==> config.mk <==
export PLATFORM = sky130hd
export DESIGN_NAME = smsp_port
export DESIGN_NICKNAME = d
export VERILOG_FILES = /design/src/smsp_pkg.sv /design/src/smsp_port.sv
export SDC_FILE = /design/constraint.sdc
export NUM_CORES = 1
export LEC_CHECK = 0
export BUFFER_PORTS_ARGS = -buffer_cell sky130_fd_sc_hd__buf_2
export CORE_MARGIN = 4
export CORE_UTILIZATION = 55
export DETAILED_ROUTE_END_ITERATION = 12
export PLACE_DENSITY = 0.84
export SLEW_MARGIN = 20
export SYNTH_ARGS = -nofsm -noshare
export SYNTH_HDL_FRONTEND = slang
export SYNTH_SLANG_ARGS = --single-unit
==> constraint.sdc <==
create_clock -name SYS_CLK -period 6.5 [get_ports SYS_CLK]
set_input_delay 0.65 -clock SYS_CLK [delete_from_list [all_inputs] [get_ports SYS_CLK]]
set_output_delay 0.65 -clock SYS_CLK [all_outputs]
set_load 0.05 [all_outputs]
==> src/smsp_pkg.sv <==
package smsp_pkg;

   // Register map of the serial port.
   localparam logic [7:0] REG_STATUS = 8'h14;
   localparam logic [7:0] REG_MODE = 8'h15;
   localparam logic [7:0] REG_TOP = 8'h19;
   localparam logic [7:0] MODE_RESET = 8'hc0;
   localparam logic [7:0] READ_ZERO = 8'h00;

   // Upper six bits of the slave address; the last bit comes from a pin.
   localparam logic [5:0] SLAVE_ADDR_HI = 6'h26;

   // Bit positions inside the mode byte.
   localparam int MODE_SPLIT_BIT = 7;
   localparam int MODE_PARALLEL_BIT = 6;
   localparam int MODE_SWAP_BIT = 5;
   localparam int MODE_422_BIT = 4;
   localparam int MODE_INPUT_BIT = 3;
   localparam int MODE_BW_HI_BIT = 2;
   localparam int MODE_BW_LO_BIT = 1;
   localparam int MODE_CLK_BIT = 0;

   // Analog bandwidth codes.
   localparam logic [1:0] BW_75 = 2'h0;
   localparam logic [1:0] BW_150 = 2'h1;
   localparam logic [1:0] BW_300 = 2'h2;
   localparam logic [1:0] BW_500 = 2'h3;

   // Bits per byte on the wire and the count width.
   localparam logic [3:0] BYTE_BITS = 4'h8;
   localparam logic [3:0] CNT_ZERO = 4'h0;
   localparam logic [3:0] CNT_ONE = 4'h1;

   typedef struct packed {
      logic dual_port_split;
      logic parallel_out;
      logic port_swap;
      logic out_422;
      logic input_channel;
      logic [1:0] bandwidth_code;
      logic external_clock_select;
   } smsp_mode_t;

   typedef struct packed {
      logic hsync_active;
      logic hsync_source;
      logic hsync_pol;
      logic vsync_active;
      logic vsync_source;
      logic vsync_pol;
      logic sog_active;
      logic coast_pol;
   } smsp_status_t;

   typedef enum logic [3:0] {
      ST_IDLE,
      ST_ADDR,
      ST_ADDR_ACK,
      ST_REGA,
      ST_REGA_ACK,
      ST_WDATA,
      ST_WDATA_ACK,
      ST_RDATA,
      ST_RDATA_ACK
   } smsp_state_t;

endpackage

==> src/smsp_port.sv <==
`timescale 1ns/10ps
// Contract
// - Status bit 1 reports sync-on-green activity.
// - Status bit 0 reports hold input polarity.
// - Vsync polarity bit: 0 low, 1 high.
// - Mode bit 7 splits pixels over two ports.
// - Mode bit 6 picks interleaved or simultaneous ports.
// - Mode bit 5 swaps port phase in dual.
// - Mode bit 4 selects 4:2:2, blue released.
// - Mode bit 3 selects analog input channel.
// - Mode bits 2:1 encode analog bandwidth.
// - Mode bit 0 selects external pixel clock.
// - Start and stop detected while clock high.
// - First byte: address plus direction bit.
// - Acknowledge address 100110 plus select pin.
// - Bytes travel most significant bit first.
// - No acknowledge leaves data line released.
// - Base address, increments, saturates at 19h.
// - Base address above 19h is not acknowledged.
// - Reads start at base, then increment.
// - Repeated start accepted without stop.
module smsp_port
   import smsp_pkg::*;
(
   input wire logic SYS_CLK, // System clock, 200 MHz.
   input wire logic RST, // Asynchronous reset, active high.
   input wire logic SCL_IN, // Serial clock from the master.
   input wire logic SDA_IN, // Serial data line level.
   output logic SDA_OUT, // Serial data drive value, always low.
   output logic SDA_OE_N, // Low while the port pulls data low.
   input wire logic ADDR_SELECT_PIN, // Slave address bit 0.
   input wire smsp_status_t STATUS_IN, // Sync detector outputs.
   input wire logic PIX_EN, // One pulse per converted sample.
   input wire logic LINE_START, // Pulse at line-sync leading edge.
   output smsp_mode_t MODE, // Mode control register contents.
   output logic PORT_A_LOAD, // Port A takes the sample.
   output logic PORT_B_LOAD, // Port B takes the sample.
   output logic PORT_B_OE_N, // Low while port B drives.
   output logic BLUE_OE_N // Low while blue outputs drive.
);

   logic scl_q;
   logic sda_q;
   logic scl_prev_q;
   logic sda_prev_q;
   logic scl_rise;
   logic scl_fall;
   logic start_seen;
   logic stop_seen;

   smsp_state_t state_q;
   logic [3:0] bit_cnt_q;
   logic [7:0] rx_q;
   logic [7:0] tx_q;
   logic [7:0] ptr_q;
   logic rw_q;
   logic sda_oe_n_q;
   logic sda_out_q;
   logic wr_pulse_q;
   logic [7:0] wr_data_q;
   logic [7:0] wr_addr_q;

   smsp_mode_t mode_q;
   smsp_status_t status_q;
   logic pix_odd_q;
   logic a_load_q;
   logic b_load_q;
   logic b_oe_n_q;
   logic blue_oe_n_q;

   logic [7:0] rd_byte;
   logic [7:0] ptr_next;
   logic [7:0] rx_next;
   logic byte_done;
   logic addr_hit;
   logic base_ok;
   logic base_take;
   logic wr_take;
   logic rd_take;

   // Pins are synchronous to SYS_CLK, so one stage plus a history stage
   // is enough to see edges of the serial clock and data.
   always_ff @(posedge SYS_CLK or posedge RST) begin
      if (RST) begin
         scl_q <= 1'b1;
         sda_q <= 1'b1;
         scl_prev_q <= 1'b1;
         sda_prev_q <= 1'b1;
      end else begin
         scl_q <= SCL_IN;
         sda_q <= SDA_IN;
         scl_prev_q <= scl_q;
         sda_prev_q <= sda_q;
      end
   end

   assign scl_rise = scl_q & ~scl_prev_q;
   assign scl_fall = ~scl_q & scl_prev_q;
   assign start_seen = scl_q & scl_prev_q & sda_prev_q & ~sda_q;
   assign stop_seen = scl_q & scl_prev_q & ~sda_prev_q & sda_q;

   // Data is shifted in at the bottom, so after eight bits the first bit lands in bit 7.
   assign rx_next = {rx_q[6:0], sda_q};

   // The pointer stops at the top address for reads and writes alike.
   assign ptr_next = (ptr_q >= REG_TOP) ? REG_TOP : ptr_q + 8'h01;

   // A byte is complete on the falling clock that follows its eighth bit.
   // Starts and stops win over whatever the engine would do that cycle.
   assign byte_done = scl_fall && (bit_cnt_q == BYTE_BITS) &&
                      !start_seen && !stop_seen;
   assign addr_hit = (rx_q[7:1] == {SLAVE_ADDR_HI, ADDR_SELECT_PIN});
   assign base_ok = (rx_q <= REG_TOP);
   assign base_take = byte_done && (state_q == ST_REGA) && base_ok;
   assign wr_take = byte_done && (state_q == ST_WDATA);
   assign rd_take = byte_done && (state_q == ST_RDATA);

   always_comb begin
      case (ptr_q)
         REG_STATUS: rd_byte = status_q;
         REG_MODE: rd_byte = mode_q;
         default: rd_byte = READ_ZERO;
      endcase
   end

   // Status is taken straight from the detectors every cycle.
   always_ff @(posedge SYS_CLK or posedge RST) begin
      if (RST) begin
         status_q <= '0;
      end else begin
         status_q <= STATUS_IN;
      end
   end

   // Protocol engine. Data is sampled on the rising serial clock and the
   // line is changed on the falling one, which relies on the master
   // keeping data steady while the clock is high.
   always_ff @(posedge SYS_CLK or posedge RST) begin
      if (RST) begin
         state_q <= ST_IDLE;
         bit_cnt_q <= CNT_ZERO;
         rx_q <= 8'h00;
         tx_q <= 8'h00;
         rw_q <= 1'b0;
         sda_oe_n_q <= 1'b1;
      end else begin
         if (start_seen) begin
            // A start in mid transfer is a repeated start; the pointer
            // is kept so a read can follow a base address write.
            state_q <= ST_ADDR;
            bit_cnt_q <= CNT_ZERO;
            sda_oe_n_q <= 1'b1;
         end else if (stop_seen) begin
            state_q <= ST_IDLE;
            sda_oe_n_q <= 1'b1;
         end else begin
            case (state_q)
               ST_IDLE: begin
                  sda_oe_n_q <= 1'b1;
               end
               ST_ADDR, ST_REGA, ST_WDATA: begin
                  if (scl_rise) begin
                     rx_q <= rx_next;
                     bit_cnt_q <= bit_cnt_q + CNT_ONE;
                  end else if (scl_fall && bit_cnt_q == BYTE_BITS) begin
                     bit_cnt_q <= CNT_ZERO;
                     if (state_q == ST_ADDR) begin
                        if (addr_hit) begin
                           rw_q <= rx_q[0];
                           sda_oe_n_q <= 1'b0;
                           state_q <= ST_ADDR_ACK;
                        end else begin
                           state_q <= ST_IDLE;
                        end
                     end else if (state_q == ST_REGA) begin
                        if (base_ok) begin
                           sda_oe_n_q <= 1'b0;
                           state_q <= ST_REGA_ACK;
                        end else begin
                           state_q <= ST_IDLE;
                        end
                     end else begin
                        sda_oe_n_q <= 1'b0;
                        state_q <= ST_WDATA_ACK;
                     end
                  end
               end
               ST_ADDR_ACK: begin
                  if (scl_fall) begin
                     bit_cnt_q <= CNT_ZERO;
                     if (rw_q) begin
                        tx_q <= rd_byte;
                        sda_oe_n_q <= rd_byte[7];
                        state_q <= ST_RDATA;
                     end else begin
                        sda_oe_n_q <= 1'b1;
                        state_q <= ST_REGA;
                     end
                  end
               end
               ST_REGA_ACK, ST_WDATA_ACK: begin
                  if (scl_fall) begin
                     bit_cnt_q <= CNT_ZERO;
                     sda_oe_n_q <= 1'b1;
                     state_q <= ST_WDATA;
                  end
               end
               ST_RDATA: begin
                  if (scl_rise) begin
                     bit_cnt_q <= bit_cnt_q + CNT_ONE;
                  end else if (scl_fall) begin
                     if (bit_cnt_q == BYTE_BITS) begin
                        sda_oe_n_q <= 1'b1;
                        state_q <= ST_RDATA_ACK;
                     end else begin
                        tx_q <= {tx_q[6:0], 1'b0};
                        sda_oe_n_q <= tx_q[6];
                     end
                  end
               end
               ST_RDATA_ACK: begin
                  if (scl_rise && sda_q) begin
                     // No acknowledge from the master ends the data.
                     state_q <= ST_IDLE;
                  end else if (scl_fall) begin
                     bit_cnt_q <= CNT_ZERO;
                     tx_q <= rd_byte;
                     sda_oe_n_q <= rd_byte[7];
                     state_q <= ST_RDATA;
                  end
               end
               default: begin
                  state_q <= ST_IDLE;
                  sda_oe_n_q <= 1'b1;
               end
            endcase
         end
      end
   end

   // The data line is open drain: the drive value stays low and only the
   // enable moves, so the device can never push the line high.
   always_ff @(posedge SYS_CLK or posedge RST) begin
      if (RST) begin
         sda_out_q <= 1'b0;
      end else begin
         sda_out_q <= 1'b0;
      end
   end

   // Register pointer. It survives stops and repeated starts so a read
   // can follow the write that set the base address.
   always_ff @(posedge SYS_CLK or posedge RST) begin
      if (RST) begin
         ptr_q <= 8'h00;
      end else if (base_take) begin
         ptr_q <= rx_q;
      end else if (wr_take || rd_take) begin
         ptr_q <= ptr_next;
      end
   end

   // Write strobe. Byte and address are held with the strobe so the
   // register file sees one clean request per data byte.
   always_ff @(posedge SYS_CLK or posedge RST) begin
      if (RST) begin
         wr_pulse_q <= 1'b0;
         wr_data_q <= 8'h00;
         wr_addr_q <= 8'h00;
      end else begin
         wr_pulse_q <= wr_take;
         if (wr_take) begin
            wr_data_q <= rx_q;
            wr_addr_q <= ptr_q;
         end
      end
   end

   // Mode register. A write to the status address is acknowledged above
   // but lands nowhere, since those bits only mirror the detectors.
   always_ff @(posedge SYS_CLK or posedge RST) begin
      if (RST) begin
         mode_q <= MODE_RESET;
      end else if (wr_pulse_q && wr_addr_q == REG_MODE) begin
         mode_q.dual_port_split <= wr_data_q[MODE_SPLIT_BIT];
         mode_q.parallel_out <= wr_data_q[MODE_PARALLEL_BIT];
         mode_q.port_swap <= wr_data_q[MODE_SWAP_BIT];
         mode_q.out_422 <= wr_data_q[MODE_422_BIT];
         mode_q.input_channel <= wr_data_q[MODE_INPUT_BIT];
         mode_q.bandwidth_code <=
            wr_data_q[MODE_BW_HI_BIT:MODE_BW_LO_BIT];
         mode_q.external_clock_select <= wr_data_q[MODE_CLK_BIT];
      end
   end

   // Sample steering. pix_odd_q is low for the first sample of a line and
   // every other one after it.
   always_ff @(posedge SYS_CLK or posedge RST) begin
      if (RST) begin
         pix_odd_q <= 1'b0;
         a_load_q <= 1'b0;
         b_load_q <= 1'b0;
      end else begin
         if (LINE_START) begin
            pix_odd_q <= 1'b0;
         end else if (PIX_EN) begin
            pix_odd_q <= ~pix_odd_q;
         end
         if (!mode_q.dual_port_split) begin
            a_load_q <= PIX_EN;
            b_load_q <= 1'b0;
         end else if (mode_q.parallel_out) begin
            // Both ports update together once a pair is complete.
            a_load_q <= PIX_EN & pix_odd_q;
            b_load_q <= PIX_EN & pix_odd_q;
         end else begin
            a_load_q <= PIX_EN & (pix_odd_q == mode_q.port_swap);
            b_load_q <= PIX_EN & (pix_odd_q != mode_q.port_swap);
         end
      end
   end

   // The enables lag the mode register by one cycle, so the pins float
   // only after the write has landed.
   always_ff @(posedge SYS_CLK or posedge RST) begin
      if (RST) begin
         b_oe_n_q <= 1'b0;
         blue_oe_n_q <= 1'b0;
      end else begin
         b_oe_n_q <= ~mode_q.dual_port_split;
         blue_oe_n_q <= mode_q.out_422;
      end
   end

   assign SDA_OUT = sda_out_q;
   assign SDA_OE_N = sda_oe_n_q;
   assign MODE = mode_q;
   assign PORT_A_LOAD = a_load_q;
   assign PORT_B_LOAD = b_load_q;
   assign PORT_B_OE_N = b_oe_n_q;
   assign BLUE_OE_N = blue_oe_n_q;

endmodule

==> reports/summary.txt, run 1 <==
Status: completed
Post-synthesis cell type count: 52
Total power: 1050 uW
Max cap viols: 0
Top cells by area, synth: dfrtp_1, mux2_2, dfstp_2, nand2_1, o21ai_0
Critical path class: register to register
Min Tclk post-route: 2.58 ns
Die W: 89.6 um
Hold endpoint: scl_q
Initial antenna violation count: 0
Die height: 89.6 um
Post-CTS Repair Setup Buffers: 0
DR WL/cell: 17.3 um
Required @ worst endpoint: 6.74 ns
# IOs: 29
Number of diodes: 0
Cell Chain, Critical Path: inv_1 > ha_1 > nand3b_1 > nor2_1 > nand4_1 > mux2_2
Post-synthesis mux area share: 11.8%
Initial Utilization: 57.1%
Hold Crit Class: primary input to register
Clock slew at reported path FFs: 0.08 ns
R2R cell count: 6
Cell with the most instances after synthesis: dfrtp_1
Worst-case clock buffer depth: 2
Placed cells: 413
WL final: 7420 um
Hold buffer count at CTS: 0
Max Fclk: 387 MHz
Simple-gate share of the synthesized area: 14.7%
Met3 WL: 422 um
Post-synthesis sequential area ratio: 51.5%
Clk sink count: 75
TritonCTS buffer count: 9
Count of flip-flops with a built-in enable after synthesis: 0
Fin. Hold Viols: 0
Syn Area/Cell: 11.2 um^2
Syn Nets: 347
Crit Reg-Reg Endpoint: wr_data_q[7]
Tcrit/Tclk final: 39.7%
Residual DRC: 0
RePlAce Congestion: 0.989
Final antenna-violating net count: 0
Pin count of the biggest net entering global routing: 76
Post_cts resized: 0
Layout area overhead: 8.98%
Final #Nets: 368
CP max-delay cell: nand4_1
CP max stage delay: 0.76 ns
Largest family of logic cells by synthesized area: compound AO/OA/AOI/OAI gates
Worst VDD drop: 0.0987 mV
Worst hold start: SCL_IN
Setup violators final: 0
RSZ-0062 raised after global routing: false
Wire length on met1: 3300 um
Drt via density: 6.10
DPL Wire Length: 5240 um
CP top delay family: simple AND/OR/NAND/NOR gates
FP Rows: 29
Worst-margin pin slew: 0.945 ns
Layout Cells excl Fill: 429
Core ar.: 6420 um^2
Post-synth top flop: dfrtp_1
WL met2: 3490 um
Register bit total from synthesis: 75
Cell Area, Synth: 3660 um^2
First DRT Iteration DRCs: 291
Critical-path maximum fanout: 22
PwrDens: 262 nW/um^2
Skew-Pair Late Insertion Delay: 0.36 ns
Setup_tns: 0 ns
CP Launch Type: register
Die area: 8030 um^2
Layout cells sized above 1: 26.7%
Port bufs: 27
Post-Syn Instances: 326
Worst path arrival time: 2.83 ns
Global-route wire length before repair: 12300 um
Syn. warnings: 0
CTS root buffer: clkbuf_8
Pleak: 0.00185 uW
H-tree Lvls: 3
Top sig layer: met4
Compound-Gate Fraction of Synth Area: 15.4%
Ys async rst share: 100%
First drt pass iteration count: 4
Total gr overflow: 0
Clock Skews: 0.0102 ns
Slew headroom: 36.8%
Area fraction of the dominant cell type after synthesis: 46.4%
Pins Over Slew Limit: 0
Clock tree from TritonCTS: built
Hold Crit Depth: 1
Crit path buf inv count: 1
GR Util All Layers: 20.4%
Post-synthesis xor/xnor area fraction: 0.956%
RR Startpoint: bit_cnt_q[0]
CP startpoint: bit_cnt_q[0]
Vias in the first global route: 2589
R2R Setup Slk: 3.92 ns
Top post-synthesis cells by count: dfrtp_1, mux2_2, nand2_1
Adder-cell share of the synthesized area: 2.05%
Via count: 2616
CP Capture Type: register
Area leader, netlist: dfrtp_1
[worst register-to-register path: cells and delay by family, from the launching register on]
family / cells / cell delay, ns
and+or+nand+nor: 3 / 1.25
buffers and inverters: 1 / 0.10
adders and majority gates: 1 / 0.17
DFF: 1 / 0.39
muxes: 1 / 0.58
[cell type report]
| class | count | area (um^2) |
|---|---|---|
| fill | 520 | 2430 |
| sequential | 75 | 1890 |
| timing repair buffer | 28 | 143 |
| clock inverter | 5 | 37.5 |
| tap | 77 | 96.3 |
| inverter | 10 | 37.5 |
| clock buffer | 11 | 141 |
| multi-input combinational | 223 | 1650 |
[sequential cells by signal (all words and copies together) (netlist names), 4 cells and up]
name	cells
MODE	8
ptr_q	8
rx_q	8
status_q	8
wr_addr_q	8
wr_data_q	8
tx_q	7
bit_cnt_q	4
state_q	4
[metrics by stage]
stage | utilization (%) | hold slack [ns] | setup slack [ns] | cell area, um^2
2_1_floorplan | - | 0.352 | 3.95 | 3660
3_3_place_gp | 59.4 | 0.417 | 4.09 | 3810
3_5_place_dp | 59.4 | 0.423 | 3.93 | 3810
4_1_cts | 62.2 | 0.374 | 3.93 | 3990
5_1_grt | 62.2 | 0.365 | 3.66 | 3990
6_report | 62.2 | 0.386 | 3.92 | 3990
[worst max-delay path by stage]
stage,to,cells after the start
final,wr_data_q[7],6
after floorplan,BLUE_OE_N,1
after CTS,wr_data_q[3],6
after global placement,wr_addr_q[6],6
after detailed placement,wr_data_q[7],6
after global routing,wr_data_q[3],6
[kinds of logic after synthesis]
logic type | Yosys count
other | 1
buffers and inverters | 28
XOR/XNOR | 4
AND/OR/NAND/NOR | 91
flip-flops | 75
AO/OA/AOI/OAI | 82
multiplexers | 39
adder cells (fa/ha/maj) | 6
[routing by layer]
layer  vias to the layer above  global-route usage [%]
met5                         -                       0
met4                         0                    10.1
met3                        21                    4.74
met2                        92                    31.0
met1                      1257                    27.4
li1                       1246                       -
[power breakdown]
part,switching (uW),total (uW),internal [uW]
registers,49.6,545,496
logic,98.4,176,77.8
clock network,174,324,150
[cell usage in the layout (no fill, tap or decap), types with 4 or more instances in the layout]
cell and n:
dfstp_2 7, o21bai_1 4, mux2i_1 4, dfrtp_1 68, mux2_2 35, a31oi_1 5
a21oi_1 10, nand2_1 26, o21ai_0 17, nor2b_1 4, and3b_1 6, nand2b_1 5
clkbuf_8 10, xnor2_1 4, nor3_1 6, nand3_1 5, nor3b_1 6, buf_2 27
o31ai_1 7, nor2_1 10, inv_1 9, ha_1 6, nor4b_1 4, a22oi_1 10
Note: power is estimated with default switching activity, not from simulation.
==> inputs of run 2 (changes only) <==
==> constraint.sdc (replaced) <==
create_clock -name SYS_CLK -period 2.58 [get_ports SYS_CLK]
set_input_delay 0.258 -clock SYS_CLK [delete_from_list [all_inputs] [get_ports SYS_CLK]]
set_output_delay 0.258 -clock SYS_CLK [all_outputs]
set_load 0.05 [all_outputs]
==> run 2 against run 1 <==
- sequential share of layout area decreased by 1.3 points
- clock skew fell by 0.0048 ns
- hold slack worse by 0.38 ns
- maximum frequency up 16%
- clock power rose to 3.1 times the previous value
- cell area rose by 2.9%
- combinational power grew to 2.5 times the previous value
- non-clock buffer count rose by 7
- highest routed layer unchanged
- critical path type unchanged
==> reports/summary.txt, run 2 (synthesized netlist as in run 1, its figures left out) <==
CP max stage delay: 0.45 ns
Min Tclk post-route: 2.23 ns
Final antenna-violating net count: 0
PwrDens: 687 nW/um^2
Residual DRC: 0
Pin count of the biggest net entering global routing: 45
Crit Reg-Reg Endpoint: ptr_q[0]
Placed cells: 418
First DRT Iteration DRCs: 236
Max Fclk: 447 MHz
RR Startpoint: ptr_q[1]
TritonCTS buffer count: 9
Die area: 8030 um^2
Clk sink count: 75
CTS root buffer: clkbuf_8
# IOs: 29
Die height: 89.6 um
GR Util All Layers: 20.6%
H-tree Lvls: 3
Post_cts resized: 0
Clock Skews: 0.00537 ns
Slew headroom: 55.2%
Pleak: 0.00192 uW
Initial antenna violation count: 0
Drt via density: 6.20
Required @ worst endpoint: 2.84 ns
Utilization after layout: 64.0%
FP Rows: 29
Post-CTS Repair Setup Buffers: 0
Worst path arrival time: 2.50 ns
Global-route wire length before repair: 12600 um
Skew-Pair Late Insertion Delay: 0.34 ns
CP max-delay cell: o21ai_0
CP Capture Type: register
First drt pass iteration count: 5
Status: completed
Number of diodes: 0
Layout area overhead: 12.2%
Cell Chain, Critical Path: inv_1 > ha_1 > nor3b_1 > o21ai_0 > nor2_1 > mux2_2 > o21ai_0
RSZ-0062 raised after global routing: false
DP Worst Slack: 0.425 ns
Die W: 89.6 um
Most frequent cells in the layout: dfrtp_1, mux2_2, buf_2
R2R Setup Slk: 0.35 ns
Core ar.: 6420 um^2
CP startpoint: ptr_q[1]
Pins Over Slew Limit: 0
Initial Utilization: 57.1%
Via count: 2702
Layout Cells excl Fill: 436
Layout cells sized above 1: 27.9%
Cell repeated most along the worst path: o21ai_0
Setup violators final: 0
Critical path endpoint: ptr_q[0]
Vias in the first global route: 2599
Most common cell after layout, fill and taps aside: dfrtp_1
Port bufs: 27
CP Launch Type: register
Max cap viols: 0
Clock slew at reported path FFs: 0.08 ns
DR WL/cell: 17.4 um
Cell depth of the worst setup path: 7
RePlAce Congestion: 0.934
Worst VDD drop: 0.401 mV
Worst-case clock buffer depth: 2
CP top delay family: compound AO/OA/AOI/OAI gates
DPL Wire Length: 5410 um
Clock tree from TritonCTS: built
Tcrit/Tclk final: 86.6%
Critical-path maximum fanout: 9
WL final: 7610 um
Critical path class: register to register
Hold Crit Class: primary input to async pin
Worst-margin pin slew: 0.671 ns
R2R cell count: 7
Fin. Hold Viols: 0
Final WS setup: 0.345 ns
Hold buffer count at CTS: 2
Final #Nets: 375
Hold Slack: 0.00265 ns
Total gr overflow: 0
Crit path buf inv count: 1
Setup_tns: 0 ns
-- run 2: cell types whose count changed in the layout (fill, tap and decap cells not counted) --
cell / before / now
buf_4: 1 / 5
bufinv_16: 0 / 2
clkinvlp_4: 2 / 0
dlygate4sd3_1: 0 / 2
buf_12: 0 / 1
clkbuf_1: 1 / 0
clkinv_2: 1 / 2
-- run 2: through the flow --
stage          cell area [um^2]  total power [uW]
3_3_place_gp               3860              1810
6_report                   4110              2830
2_1_floorplan              3660              1720
3_5_place_dp               3860              1830
4_1_cts                    4110              2840
5_1_grt                    4110              2960
-- run 2: layout make-up --
class / instances / area (um^2)
Fill cell: 473 / 2310
Multi-Input combinational cell: 223 / 1650
Clock inverter: 6 / 87.6
Sequential cell: 75 / 1890
Tap cell: 77 / 96.3
Clock buffer: 10 / 138
Inverter: 10 / 37.5
Timing Repair Buffer: 35 / 213
-- run 2: how the worst min path moves through the flow --
stage,cells past startpoint,to,startpoint
after floorplan,0,scl_q,SCL_IN
after global placement,1,sda_q,SDA_IN
after detailed placement,1,scl_q,SCL_IN
after CTS,1,status_q[4],STATUS_IN[4]
after global routing,1,status_q[2],STATUS_IN[2]
final,2,MODE[5],RST
-- run 2: where the power goes --
group,switching [uW],internal (uW),total (uW)
clock,434,572,1010
combinational,243,202,445
sequential,125,1250,1370
total,802,2020,2830
-- run 2: per-layer routing --
layer  wire (um)  vias to the layer above  track usage, %  share of wire [%]
met3         441                       13            4.11                5.8
li1            -                     1255               -                  -
met2        3750                      113            33.5                 49
met1        3270                     1321            27.2                 43
met5           0                        -               0                  0
met4         147                        0            8.12                1.9
